$ cat config.mk
export PLATFORM = sky130hd
export DESIGN_NAME = smsi_top
export DESIGN_NICKNAME = d
export VERILOG_FILES = /design/src/pkg/smsi_pkg.sv /design/src/pkg/smsi_blink_if.sv /design/src/rtl/smsi_top.sv /design/src/rtl/smsi_blink.sv
export SDC_FILE = /design/constraint.sdc
export NUM_CORES = 1
export LEC_CHECK = 0
export ABC_CLOCK_PERIOD_IN_PS = 5200
export BUFFER_PORTS_ARGS = -buffer_cell sky130_fd_sc_hd__buf_4
export CORE_ASPECT_RATIO = 0.8
export CORE_MARGIN = 2
export CORE_UTILIZATION = 35
export DETAILED_ROUTE_END_ITERATION = 10
export GPL_TIMING_DRIVEN = 0
export PLACE_DENSITY_LB_ADDON = 0.15
export SYNTH_ARGS = -nofsm -noshare
export SYNTH_HDL_FRONTEND = slang
export SYNTH_SLANG_ARGS = --single-unit
$ cat constraint.sdc
create_clock -name mclk -period 5.2 [get_ports mclk]
set_input_delay 1.56 -clock mclk [delete_from_list [all_inputs] [get_ports mclk]]
set_output_delay 1.56 -clock mclk [all_outputs]
set_load 0.005 [all_outputs]
$ cat src/pkg/smsi_pkg.sv
// constants and types of the service mode and status indicator block
// assumes a 50 MHz mclk and a 32-bit AXI4-Lite register port
package smsi_pkg;

  // clock and time base
  localparam int SMSI_CLK_HZ = 50_000_000;
  localparam int SMSI_CLK_NS = 20;
  localparam int SMSI_MS_NS = 1_000_000;
  localparam int SMSI_MS_CYC = SMSI_MS_NS / SMSI_CLK_NS;

  // blink intervals and fault timing, in ms
  localparam int SMSI_FAULT_MS = 250;
  localparam int SMSI_ESC_MS = 500;
  localparam int SMSI_CFG_MS = 1000;
  localparam int SMSI_REBOOT_MS = 5000;

  // forced service setting of the primary serial port
  localparam int SMSI_SVC_BAUD = 38400;
  localparam logic [15:0] SMSI_SVC_DIV = 16'(SMSI_CLK_HZ / SMSI_SVC_BAUD);

  // power save study
  localparam logic [2:0] SMSI_PS_STUDY = 3'h4;
  localparam logic [6:0] SMSI_PS_CYCLES = 7'h64;
  localparam int SMSI_PS_MARG_MS = 60;
  localparam int SMSI_PS_OVL_MS = 100;
  localparam int SMSI_PS_SHIFT = 3;

  // register byte offsets
  localparam logic [7:0] SMSI_OFS_CTRL = 8'h00;
  localparam logic [7:0] SMSI_OFS_STATUS = 8'h04;
  localparam logic [7:0] SMSI_OFS_FAULT = 8'h08;
  localparam logic [7:0] SMSI_OFS_CMD = 8'h0C;
  localparam logic [7:0] SMSI_OFS_PSAVE = 8'h10;

  // ctrl fields: [15:0] stored baud divisor
  localparam int SMSI_CTRL_PAR_EN = 16;
  localparam int SMSI_CTRL_PAR_ODD = 17;
  localparam int SMSI_CTRL_TWO_STOP = 18;
  localparam int SMSI_CTRL_DATA7 = 19;
  localparam int SMSI_CTRL_CMD_EN = 20;
  localparam int SMSI_CTRL_PS_EN = 21;
  localparam logic [31:0] SMSI_CTRL_RST = 32'h0010_1458;

  // fault and cmd fields
  localparam int SMSI_FAULT_CLR = 0;
  localparam int SMSI_CMD_SLEEP = 0;

  localparam logic [1:0] SMSI_RESP_OKAY = 2'h0;
  localparam logic [1:0] SMSI_RESP_SLVERR = 2'h2;

  typedef enum logic [2:0] {
    SMSI_IDLE = 3'h0,
    SMSI_RX = 3'h1,
    SMSI_TX = 3'h3,
    SMSI_SLEEP = 3'h2,
    SMSI_PSLEEP = 3'h6,
    SMSI_FAULT = 3'h7,
    SMSI_SAFE = 3'h5
  } smsi_mode_t;

  typedef enum logic [2:0] {
    SMSI_PAT_ONE = 3'h0,
    SMSI_PAT_ZERO = 3'h1,
    SMSI_PAT_TXTOG = 3'h3,
    SMSI_PAT_B1000 = 3'h2,
    SMSI_PAT_B500 = 3'h6,
    SMSI_PAT_B250 = 3'h7
  } smsi_pat_t;

endpackage

$ cat src/pkg/smsi_blink_if.sv
// carrier between the mode logic and the status blink generator
// assumes both ends run on the same mclk
`timescale 1ns/100ps
interface smsi_blink_if;
  import smsi_pkg::*;
  smsi_pat_t pat;
  logic tx_tick;
  logic ms_tick;
  logic stat;
  modport ctrl (output pat, output tx_tick, input ms_tick, input stat);
  modport gen (input pat, input tx_tick, output ms_tick, output stat);
endinterface

$ cat src/rtl/smsi_top.sv
// service pin override, operating mode tracking and status output
// assumes an AXI4-Lite master on mclk; mode events come from logic on
// mclk; service_n and host_tx_line are asynchronous pins
`timescale 1ns/100ps
module smsi_top
  import smsi_pkg::*;
#(
  parameter int MS_CYCLES = SMSI_MS_CYC
) (
  // clock and reset
  input wire logic mclk,
  input wire logic arst_n,
  // axi4-lite register port
  input wire logic [7:0] s_axi_awaddr,
  input wire logic s_axi_awvalid,
  output logic s_axi_awready,
  input wire logic [31:0] s_axi_wdata,
  input wire logic [3:0] s_axi_wstrb,
  input wire logic s_axi_wvalid,
  output logic s_axi_wready,
  output logic [1:0] s_axi_bresp,
  output logic s_axi_bvalid,
  input wire logic s_axi_bready,
  input wire logic [7:0] s_axi_araddr,
  input wire logic s_axi_arvalid,
  output logic s_axi_arready,
  output logic [31:0] s_axi_rdata,
  output logic [1:0] s_axi_rresp,
  output logic s_axi_rvalid,
  input wire logic s_axi_rready,
  // host pins
  input wire logic service_n,
  input wire logic host_tx_line,
  output logic stat,
  // primary serial port setting
  output logic [15:0] uart_div,
  output logic uart_data7,
  output logic uart_parity_en,
  output logic uart_parity_odd,
  output logic uart_two_stop,
  output logic cmd_set_active,
  // mode sources
  input wire logic rf_sync_found,
  input wire logic rf_frame_end,
  input wire logic tx_start,
  input wire logic tx_done,
  input wire logic tx_interval_tick,
  input wire logic cfg_session,
  input wire logic escape_cmd_en,
  input wire logic fault_event,
  input wire logic [7:0] fault_code_in,
  // mode effects
  output logic radio_en,
  output logic rxtx_block,
  output logic reboot_req,
  output logic wake_ok
);

  function automatic logic [16:0] ps_marg(input logic [15:0] t);
    ps_marg = 17'(t >> SMSI_PS_SHIFT) + 17'(SMSI_PS_MARG_MS);
  endfunction

  smsi_blink_if bl ();

  smsi_blink #(.MS_CYCLES(MS_CYCLES)) u_blink (
    .mclk(mclk),
    .arst_n(arst_n),
    .bl(bl.gen)
  );

  ////////////////////////////////////////////////////////////////////////
  // pin synchronisers: a level counts once stages two and three agree
  logic [2:0] svc_sync;
  logic [2:0] htx_sync;
  logic svc_n_f;
  logic htx_f;
  logic htx_prev;

  always_ff @(posedge mclk or negedge arst_n) begin
    if (!arst_n) begin
      svc_sync <= 3'h7;
      htx_sync <= 3'h7;
      svc_n_f <= 1'b1;
      htx_f <= 1'b1;
      htx_prev <= 1'b1;
    end else begin
      svc_sync <= {svc_sync[1:0], service_n};
      htx_sync <= {htx_sync[1:0], host_tx_line};
      if (svc_sync[1] == svc_sync[2]) svc_n_f <= svc_sync[2];
      if (htx_sync[1] == htx_sync[2]) htx_f <= htx_sync[2];
      htx_prev <= htx_f;
    end
  end

  wire service_on = ~svc_n_f;
  wire htx_change = (htx_f != htx_prev);

  ////////////////////////////////////////////////////////////////////////
  // register state
  logic [31:0] ctrl;
  logic [7:0] fault_code;
  smsi_mode_t mode;
  smsi_mode_t next_mode;
  logic [12:0] flt_ms;
  logic [15:0] since_ms;
  logic [15:0] tmin;
  logic [15:0] ttx;
  logic [15:0] ps_left;
  logic [2:0] study;
  logic [6:0] ps_cyc;

  // axi write path
  logic aw_held;
  logic w_held;
  logic [7:0] wr_addr;
  logic [31:0] wr_data;
  logic [3:0] wr_strb;

  wire aw_hs = s_axi_awvalid && s_axi_awready;
  wire w_hs = s_axi_wvalid && s_axi_wready;
  wire do_wr = aw_held && w_held && !s_axi_bvalid;
  wire next_aw_held = (aw_held || aw_hs) && !do_wr;
  wire next_w_held = (w_held || w_hs) && !do_wr;
  wire wr_ctrl = do_wr && (wr_addr == SMSI_OFS_CTRL);
  wire wr_fault = do_wr && (wr_addr == SMSI_OFS_FAULT);
  wire wr_cmd = do_wr && (wr_addr == SMSI_OFS_CMD);
  wire wr_ok = (wr_addr == SMSI_OFS_CTRL) || (wr_addr == SMSI_OFS_FAULT)
               || (wr_addr == SMSI_OFS_CMD) || (wr_addr == SMSI_OFS_STATUS)
               || (wr_addr == SMSI_OFS_PSAVE);
  wire fault_clr = wr_fault && wr_strb[0] && wr_data[SMSI_FAULT_CLR];
  wire sleep_cmd = wr_cmd && wr_strb[0] && wr_data[SMSI_CMD_SLEEP];

  // mode events
  wire ms = bl.ms_tick;
  wire cmd_stored = ctrl[SMSI_CTRL_CMD_EN];
  wire ps_en = ctrl[SMSI_CTRL_PS_EN];
  wire study_ok = (study >= SMSI_PS_STUDY);
  wire [16:0] marg = ps_marg(tmin);
  wire [16:0] ps_need = marg + 17'(since_ms);
  wire ps_go = ps_en && study_ok && (17'(tmin) > ps_need);
  wire [15:0] ps_len = 16'(17'(tmin) - ps_need);
  wire slot_missed = ps_en && study_ok && (mode == SMSI_IDLE)
    && (17'(since_ms) > 17'(tmin) + marg + 17'(SMSI_PS_OVL_MS));
  wire rx_go = (mode == SMSI_IDLE) && !sleep_cmd && !tx_start
               && rf_sync_found;
  wire rx_end = (mode == SMSI_RX) && rf_frame_end;
  wire ps_wake = (mode == SMSI_PSLEEP) && (next_mode == SMSI_IDLE);
  wire reboot_now = (mode == SMSI_FAULT) && ms
                    && (flt_ms == 13'(SMSI_REBOOT_MS - 1));

  ////////////////////////////////////////////////////////////////////////
  // operating mode; the service pin takes no part here
  always_comb begin
    next_mode = mode;
    case (mode)
      SMSI_IDLE: begin
        if (sleep_cmd) next_mode = SMSI_SLEEP;
        else if (tx_start) next_mode = SMSI_TX;
        else if (rf_sync_found) next_mode = SMSI_RX;
      end
      SMSI_RX: begin
        if (rf_frame_end) next_mode = ps_go ? SMSI_PSLEEP : SMSI_IDLE;
      end
      SMSI_TX: begin
        if (tx_done) next_mode = SMSI_IDLE;
      end
      SMSI_SLEEP: begin
        if (htx_change) next_mode = SMSI_IDLE;
      end
      SMSI_PSLEEP: begin
        if (!ps_en || (ms && ps_left == 16'h0000)) next_mode = SMSI_IDLE;
      end
      SMSI_FAULT: begin
        if (reboot_now) next_mode = SMSI_SAFE;
      end
      SMSI_SAFE: begin
        if (fault_clr) next_mode = SMSI_IDLE;
      end
      default: next_mode = SMSI_IDLE;
    endcase
    // a new fault beats any other move, including a clear
    if (fault_event) next_mode = SMSI_FAULT;
  end

  always_ff @(posedge mclk or negedge arst_n) begin
    if (!arst_n) begin
      mode <= SMSI_IDLE;
      flt_ms <= '0;
      fault_code <= '0;
    end else begin
      mode <= next_mode;
      if (mode != SMSI_FAULT || fault_event) flt_ms <= '0;
      else if (ms) flt_ms <= flt_ms + 13'h0001;
      if (fault_event) fault_code <= fault_code_in;
      else if (fault_clr) fault_code <= '0;
    end
  end

  ////////////////////////////////////////////////////////////////////////
  // power save study: shortest packet spacing and last frame length
  always_ff @(posedge mclk or negedge arst_n) begin
    if (!arst_n) begin
      since_ms <= '0;
      tmin <= '0;
      ttx <= '0;
      ps_left <= '0;
      study <= '0;
      ps_cyc <= '0;
    end else begin
      if (rx_go) since_ms <= '0;
      else if (ms && since_ms != 16'hFFFF) since_ms <= since_ms + 16'h0001;
      if (rx_go && study != 3'h0 && (study == 3'h1 || since_ms < tmin))
        tmin <= since_ms;
      if (rx_end) ttx <= since_ms;
      if (rx_end && ps_go) ps_left <= ps_len;
      else if (mode == SMSI_PSLEEP && ms && ps_left != 16'h0000)
        ps_left <= ps_left - 16'h0001;
      if (slot_missed || (ps_wake && ps_cyc == SMSI_PS_CYCLES - 7'h01)) begin
        study <= '0;
        ps_cyc <= '0;
      end else begin
        if (rx_go && study != 3'h7) study <= study + 3'h1;
        if (ps_wake) ps_cyc <= ps_cyc + 7'h01;
      end
    end
  end

  ////////////////////////////////////////////////////////////////////////
  // status pattern selection, highest priority first
  always_comb begin
    if (mode == SMSI_FAULT || mode == SMSI_SAFE) bl.pat = SMSI_PAT_B250;
    else if (cfg_session) bl.pat = SMSI_PAT_B1000;
    else if (escape_cmd_en && !cmd_stored) bl.pat = SMSI_PAT_B500;
    else if (mode == SMSI_TX) bl.pat = SMSI_PAT_TXTOG;
    else if (mode == SMSI_RX) bl.pat = SMSI_PAT_ZERO;
    else if (mode == SMSI_SLEEP || mode == SMSI_PSLEEP)
      bl.pat = SMSI_PAT_ZERO;
    else bl.pat = SMSI_PAT_ONE;
  end
  assign bl.tx_tick = tx_interval_tick;

  ////////////////////////////////////////////////////////////////////////
  // output flops
  always_ff @(posedge mclk or negedge arst_n) begin
    if (!arst_n) begin
      stat <= 1'b1;
      uart_div <= SMSI_CTRL_RST[15:0];
      uart_data7 <= 1'b0;
      uart_parity_en <= 1'b0;
      uart_parity_odd <= 1'b0;
      uart_two_stop <= 1'b0;
      cmd_set_active <= SMSI_CTRL_RST[SMSI_CTRL_CMD_EN];
      radio_en <= 1'b1;
      rxtx_block <= 1'b0;
      reboot_req <= 1'b0;
      wake_ok <= 1'b0;
    end else begin
      stat <= bl.stat;
      // the stored word is only masked, never rewritten
      uart_div <= service_on ? SMSI_SVC_DIV : ctrl[15:0];
      uart_data7 <= !service_on && ctrl[SMSI_CTRL_DATA7];
      uart_parity_en <= !service_on && ctrl[SMSI_CTRL_PAR_EN];
      uart_parity_odd <= !service_on && ctrl[SMSI_CTRL_PAR_ODD];
      uart_two_stop <= !service_on && ctrl[SMSI_CTRL_TWO_STOP];
      cmd_set_active <= service_on || cmd_stored || escape_cmd_en;
      radio_en <= !(next_mode == SMSI_SLEEP || next_mode == SMSI_PSLEEP
                    || next_mode == SMSI_FAULT);
      rxtx_block <= (next_mode == SMSI_FAULT);
      reboot_req <= reboot_now;
      wake_ok <= (mode == SMSI_SLEEP) && htx_change && !fault_event;
    end
  end

  ////////////////////////////////////////////////////////////////////////
  // axi4-lite write channel
  always_ff @(posedge mclk or negedge arst_n) begin
    if (!arst_n) begin
      aw_held <= 1'b0;
      w_held <= 1'b0;
      wr_addr <= '0;
      wr_data <= '0;
      wr_strb <= '0;
      s_axi_awready <= 1'b0;
      s_axi_wready <= 1'b0;
      s_axi_bvalid <= 1'b0;
      s_axi_bresp <= SMSI_RESP_OKAY;
      ctrl <= SMSI_CTRL_RST;
    end else begin
      aw_held <= next_aw_held;
      w_held <= next_w_held;
      if (aw_hs) wr_addr <= {s_axi_awaddr[7:2], 2'b00};
      if (w_hs) begin
        wr_data <= s_axi_wdata;
        wr_strb <= s_axi_wstrb;
      end
      s_axi_awready <= !next_aw_held && !(do_wr || s_axi_bvalid);
      s_axi_wready <= !next_w_held && !(do_wr || s_axi_bvalid);
      if (do_wr) begin
        s_axi_bvalid <= 1'b1;
        s_axi_bresp <= wr_ok ? SMSI_RESP_OKAY : SMSI_RESP_SLVERR;
      end else if (s_axi_bvalid && s_axi_bready) begin
        s_axi_bvalid <= 1'b0;
      end
      if (wr_ctrl) begin
        for (int b = 0; b < 4; b++) begin
          if (wr_strb[b]) ctrl[8*b +: 8] <= wr_data[8*b +: 8];
        end
      end
    end
  end

  ////////////////////////////////////////////////////////////////////////
  // axi4-lite read channel
  wire [7:0] rd_addr = {s_axi_araddr[7:2], 2'b00};
  wire [31:0] status_word = {16'h0000, fault_code, radio_en, cmd_set_active,
                             service_on, stat, (mode == SMSI_SAFE), mode};
  wire rd_ctrl = (rd_addr == SMSI_OFS_CTRL);
  wire rd_stat = (rd_addr == SMSI_OFS_STATUS);
  wire rd_flt = (rd_addr == SMSI_OFS_FAULT);
  wire rd_ps = (rd_addr == SMSI_OFS_PSAVE);
  wire rd_ok = rd_ctrl || rd_stat || rd_flt || rd_ps
               || (rd_addr == SMSI_OFS_CMD);
  wire [31:0] rd_word = rd_ctrl ? ctrl
                      : rd_stat ? status_word
                      : rd_flt ? {24'h000000, fault_code}
                      : rd_ps ? {ttx, tmin}
                      : 32'h0000_0000;
  wire ar_hs = s_axi_arvalid && s_axi_arready;

  always_ff @(posedge mclk or negedge arst_n) begin
    if (!arst_n) begin
      s_axi_arready <= 1'b0;
      s_axi_rvalid <= 1'b0;
      s_axi_rdata <= '0;
      s_axi_rresp <= SMSI_RESP_OKAY;
    end else begin
      if (ar_hs) begin
        s_axi_arready <= 1'b0;
        s_axi_rvalid <= 1'b1;
        s_axi_rdata <= rd_word;
        s_axi_rresp <= rd_ok ? SMSI_RESP_OKAY : SMSI_RESP_SLVERR;
      end else if (s_axi_rvalid && s_axi_rready) begin
        s_axi_rvalid <= 1'b0;
        s_axi_arready <= 1'b1;
      end else if (!s_axi_rvalid) begin
        s_axi_arready <= 1'b1;
      end
    end
  end

endmodule

$ cat src/rtl/smsi_blink.sv
// millisecond time base and status pattern generator
// assumes pat and tx_tick come from logic on mclk
`timescale 1ns/100ps
module smsi_blink
  import smsi_pkg::*;
#(
  parameter int MS_CYCLES = SMSI_MS_CYC
) (
  // clock and reset
  input wire logic mclk,
  input wire logic arst_n,
  // pattern in, time base and level out
  smsi_blink_if.gen bl
);

  localparam int PW = $clog2(MS_CYCLES);

  function automatic logic [9:0] half_ms(input smsi_pat_t p);
    case (p)
      SMSI_PAT_B250: half_ms = 10'(SMSI_FAULT_MS - 1);
      SMSI_PAT_B500: half_ms = 10'(SMSI_ESC_MS - 1);
      default: half_ms = 10'(SMSI_CFG_MS - 1);
    endcase
  endfunction

  logic [PW-1:0] pre;
  logic [9:0] phase;
  smsi_pat_t pat_q;

  wire pre_end = (pre == PW'(MS_CYCLES - 1));
  wire pat_chg = (bl.pat != pat_q);
  wire blinking = (bl.pat == SMSI_PAT_B250) || (bl.pat == SMSI_PAT_B500)
                  || (bl.pat == SMSI_PAT_B1000);
  wire phase_end = bl.ms_tick && (phase == half_ms(bl.pat));

  ////////////////////////////////////////////////////////////////////////
  // free-running time base, never restarted so every interval shares it
  always_ff @(posedge mclk or negedge arst_n) begin
    if (!arst_n) begin
      pre <= '0;
      bl.ms_tick <= 1'b0;
    end else begin
      pre <= pre_end ? '0 : pre + 1'b1;
      bl.ms_tick <= pre_end;
    end
  end

  ////////////////////////////////////////////////////////////////////////
  always_ff @(posedge mclk or negedge arst_n) begin
    if (!arst_n) begin
      pat_q <= SMSI_PAT_ONE;
      phase <= '0;
      bl.stat <= 1'b1;
    end else begin
      pat_q <= bl.pat;
      if (pat_chg) begin
        // a new pattern starts with a fresh phase, high for every pattern but SMSI_PAT_ZERO
        phase <= '0;
        bl.stat <= (bl.pat != SMSI_PAT_ZERO);
      end else if (blinking) begin
        if (phase_end) begin
          phase <= '0;
          bl.stat <= ~bl.stat;
        end else if (bl.ms_tick) begin
          phase <= phase + 10'h001;
        end
      end else if (bl.pat == SMSI_PAT_TXTOG) begin
        if (bl.tx_tick) begin
          bl.stat <= ~bl.stat;
        end
      end else begin
        bl.stat <= (bl.pat == SMSI_PAT_ONE);
      end
    end
  end

endmodule

==> impl_metrics.py <==
metrics = {
    "outcome": {
        "outcome": "completed",
    },
    "placed_design": {
        "placed_area_mm2": 0.0171,
        "place_ws_ns": -0.0857,
        "place_hpwl_um": 31500,
        "place.gp.congestion": 0.838,
        "portBuffers": 137,
    },
    "grt": {
        "met3_usage": 0.0396,
        "busiest_layer": "met2",
        "grt_pass1_wl_um": 66500,
        "antenna_found_initial": 2,
        "use_met1": 0.276,
        "grt_use_total": 0.186,
        "grt_start_max_net_pins": 111,
        "use_met2": 0.279,
        "grt_overflow_total": 0,
        "grt_pass1_vias": 11600,
    },
    "critical_path": {
        "endpoint_kind": "flip-flop",
        "path_delay_family": "simple AND/OR/NAND/NOR gates",
        "path_cells": "clkbuf_1, nand2_1, nor3_1, xnor2_1, ha_1, ha_1, o21ai_1, nor2_1, or4_1, o22ai_1, xnor2_1, ha_1, or3_1, a211oi_2, nand3_1, a21oi_4, nor3_4, buf_12, nor3_1",
        "cp_num_buf_inv": 2,
        "cp_slowest_stage_delay_ns": 0.48,
        "path_class": "flip-flop to flip-flop",
        "crit_fanout": 10,
        "cpMostUsedCell": "ha_1",
        "cp.arrival_ns": 5.43,
        "setup.worst_path.start_class": "flip-flop",
        "crit_required_ns": 5.71,
        "critical-path-slowest-cell": "clkbuf_1",
    },
    "hold_path": {
        "hold_class": "flip-flop to flip-flop",
    },
    "power_and_ir_drop": {
        "p_switching_uw": 1530,
        "p_int_uw": 4440,
        "combPwrFrac": 0.120,
        "seq_power_share": 0.466,
        "p_sw_frac": 0.256,
        "power_density_mw_per_mm2": 324,
        "ir_worst_vdd_v": 0.000345,
        "power.leakage_uw": 0.00829,
        "power_frac_clock": 0.414,
    },
    "drt": {
        "viasPerCell": 5.22,
        "post-route-drc-count": 0,
        "first_iter_violations": 715,
        "wl_um": 41900,
        "routedWlPerCell_um": 18.8,
        "via_count": 11600,
        "dr.pass1.iters": 5,
        "detail-route-antenna-nets": 0,
    },
    "sta": {
        "period_needed_ns": 4.93,
        "max-slew-margin-rel": 0.283,
        "worst_slack_ns": 0.272,
        "setup-violations-final": 0,
        "final-hold-violation-count": 0,
        "worstMarginPinSlew_ns": 1.07,
        "max_freq_ghz": 0.203,
        "slew_violations": 0,
        "skew_ns": 0.0185,
        "fin_crit_sh": 0.948,
        "fin_tns_setup_ns": 0,
    },
    "synth": {
        "avgSynthCellArea_um2": 10.5,
        "synthesis.area_mm2": 0.0153,
        "synth-main-ff-cell": "dfrtp_1",
        "synth_cell_types": 86,
        "synth_edf_count": 0,
        "synth-seq-cells": 279,
        "async_flop_share": 1.00,
        "ys_warn_count": 0,
        "yosysSeqAreaShare": 0.457,
        "syn_inst": 1462,
    },
    "cts": {
        "cts.sinks": 279,
        "clkTransAtPathRegs_ns": 0.07,
        "clockBufferDepth": 3,
        "h-tree-depth": 1,
        "cts_hold_buf": 0,
        "cts_tree": "built",
        "clock-root-buffer": "clkbuf_16",
        "worstSkewPairLatency_ns": 0.60,
        "cts_buffers": 31,
    },
    "floorplanning": {
        "die_h_um": 191,
        "start_util": 0.355,
        "rows": 68,
        "die-area_mm2": 0.0455,
        "fp.coreArea_mm2": 0.0431,
        "io_pins": 144,
        "chipWidth_um": 238,
    },
    "cells_and_area": {
        "num-fill-cells": 4135,
        "syn2layout_area_growth_pct": 20.1,
        "final_nets": 1824,
        "design_area_mm2": 0.0184,
        "drive_above_1_share": 0.233,
        "diodes": 0,
        "postLayoutCoreUtil": 0.427,
    },
    "run": {
        "cap_violations": 0,
    },
}
[final timing paths]
check	to	depth (start not counted)	start	slack, ns
setup / recovery	ps_cyc[0]$_DFFE_PN0P_	19	tmin[11]$_DFFE_PN0P_	0.27
hold / removal	svc_sync[1]$_DFF_PN1_	0	svc_sync[0]$_DFF_PN1_	0.35
setup reg to reg	ps_cyc[0]$_DFFE_PN0P_	19	tmin[11]$_DFFE_PN0P_	0.27
hold reg to reg	svc_sync[1]$_DFF_PN1_	0	svc_sync[0]$_DFF_PN1_	0.35
max in group asynchronous	wr_addr[6]$_DFFE_PN0P_	2	arst_n	3.33
min in group asynchronous	ps_cyc[3]$_DFFE_PN0P_	1	arst_n	0.90
[cell usage after synthesis (28+ instances only)]
library cell,number,share of area
a21oi_1,62,0.020
clkbuf_1,29,0.0071
dfrtp_1,255,0.42
ha_1,103,0.084
inv_1,63,0.015
mux2_2,97,0.071
nand2_1,122,0.030
nand3_1,38,0.012
nor2_1,104,0.025
nor3_1,28,0.0091
o21ai_0,95,0.031
xnor2_1,48,0.027
xor2_1,55,0.031
[metal layers]
layer  routed length [um]  share of wire  vias to the layer above
met2                17800           0.42                      218
met1                20800           0.50                     5721
li1                     -              -                     5611
met3                 2450          0.058                       63
met5                   31        0.00074                        -
met4                  847          0.020                        4
[state kept, by name, summed over array words and instances (netlist names), 3 cells and up]
name and cells:
wr_addr 6, flt_ms 13, since_ms 16, ctrl 32, wr_strb 4, u_blink.pat_q 3, u_blink.pre 16, ttx 16
svc_sync 3, tmin 16, fault_code 8, s_axi_rdata 32, uart_div 16, ps_left 16, study 3, mode 3
ps_cyc 7, htx_sync 3, u_blink.phase 10, wr_data 32
[final cells by class]
class	count	area, um2	area share
Buffer	44	208	0.0113
Clock buffer	44	895	0.0486
Clock inverter	14	255	0.0139
Inverter	63	236	0.0128
Multi-Input combinational cell	1077	7940	0.431
Sequential cell	279	7020	0.381
Tap cell	560	701	0.0381
Timing Repair Buffer	145	1160	0.0629
[cells in the final DEF (no fill, tap or decap), types with 5 or more instances in the layout]
| cell | synthesis | routed |
|---|---|---|
| dfrtp_1 | 255 | 251 |
| buf_4 | 5 | 144 |
| nand2_1 | 122 | 122 |
| nor2_1 | 104 | 104 |
| ha_1 | 103 | 103 |
| mux2_2 | 97 | 97 |
| o21ai_0 | 95 | 94 |
| inv_1 | 63 | 63 |
| a21oi_1 | 62 | 61 |
| xor2_1 | 55 | 55 |
| xnor2_1 | 48 | 46 |
| nand3_1 | 38 | 37 |
| clkbuf_1 | 29 | 34 |
| clkbuf_16 | 0 | 31 |
| nor3_1 | 28 | 27 |
| nand4_1 | 24 | 24 |
| dfstp_2 | 24 | 24 |
| nand2b_1 | 22 | 22 |
| and2_1 | 20 | 20 |
| a22oi_1 | 17 | 17 |
| a21o_1 | 13 | 13 |
| mux2i_1 | 13 | 13 |
| nor2b_1 | 12 | 12 |
| nor4_1 | 12 | 12 |
| o21a_1 | 12 | 12 |
| or3_1 | 11 | 11 |
| and3_1 | 11 | 11 |
| o31ai_1 | 9 | 9 |
| a221oi_1 | 9 | 9 |
| nor3b_1 | 8 | 8 |
| a222oi_1 | 8 | 8 |
| mux2_4 | 8 | 8 |
| or2_2 | 7 | 7 |
| buf_2 | 6 | 7 |
| a22o_1 | 7 | 7 |
| clkbuf_8 | 0 | 7 |
| a211oi_1 | 8 | 6 |
| bufinv_16 | 0 | 6 |
| a31oi_1 | 6 | 5 |
[per-stage QoR]
stage | instances | power [uW] | hold WS, ns
after floorplan | 1463 | 3160 | 0.345
after CTS | 2221 | 6060 | 0.356
after global routing | 2226 | 6270 | 0.358
after global placement | 2160 | 3510 | 0.347
final | 2226 | 5970 | 0.355
after detailed placement | 2163 | 3540 | 0.347
[cell families after synthesis]
logic type | count (synthesis) | synth area share
other cells | 1 | 0.000245
mux | 119 | 0.0883
xor+xnor | 103 | 0.0589
flops | 279 | 0.457
compound gates | 293 | 0.127
fa+ha+maj | 108 | 0.0893
buf+inv | 107 | 0.0289
simple gates | 452 | 0.150
[power by group through the flow]
stage                     logic (uW)  clock network [uW]  registers [uW]
final                            715                2470            2780
after detailed placement         726                   0            2810
after global routing             804                2640            2820
after global placement           703                   0            2810
after floorplan                  453                   0            2700
after CTS                        730                2550            2780
[what timing repair did]
item | in CTS | in global routing
endpoints found under the setup margin | 10 | 25
gates resized for setup | 2 | 15
setup buffers | 0 | 5
pin swaps | 0 | 1
Power figures use the tool's default switching activity.
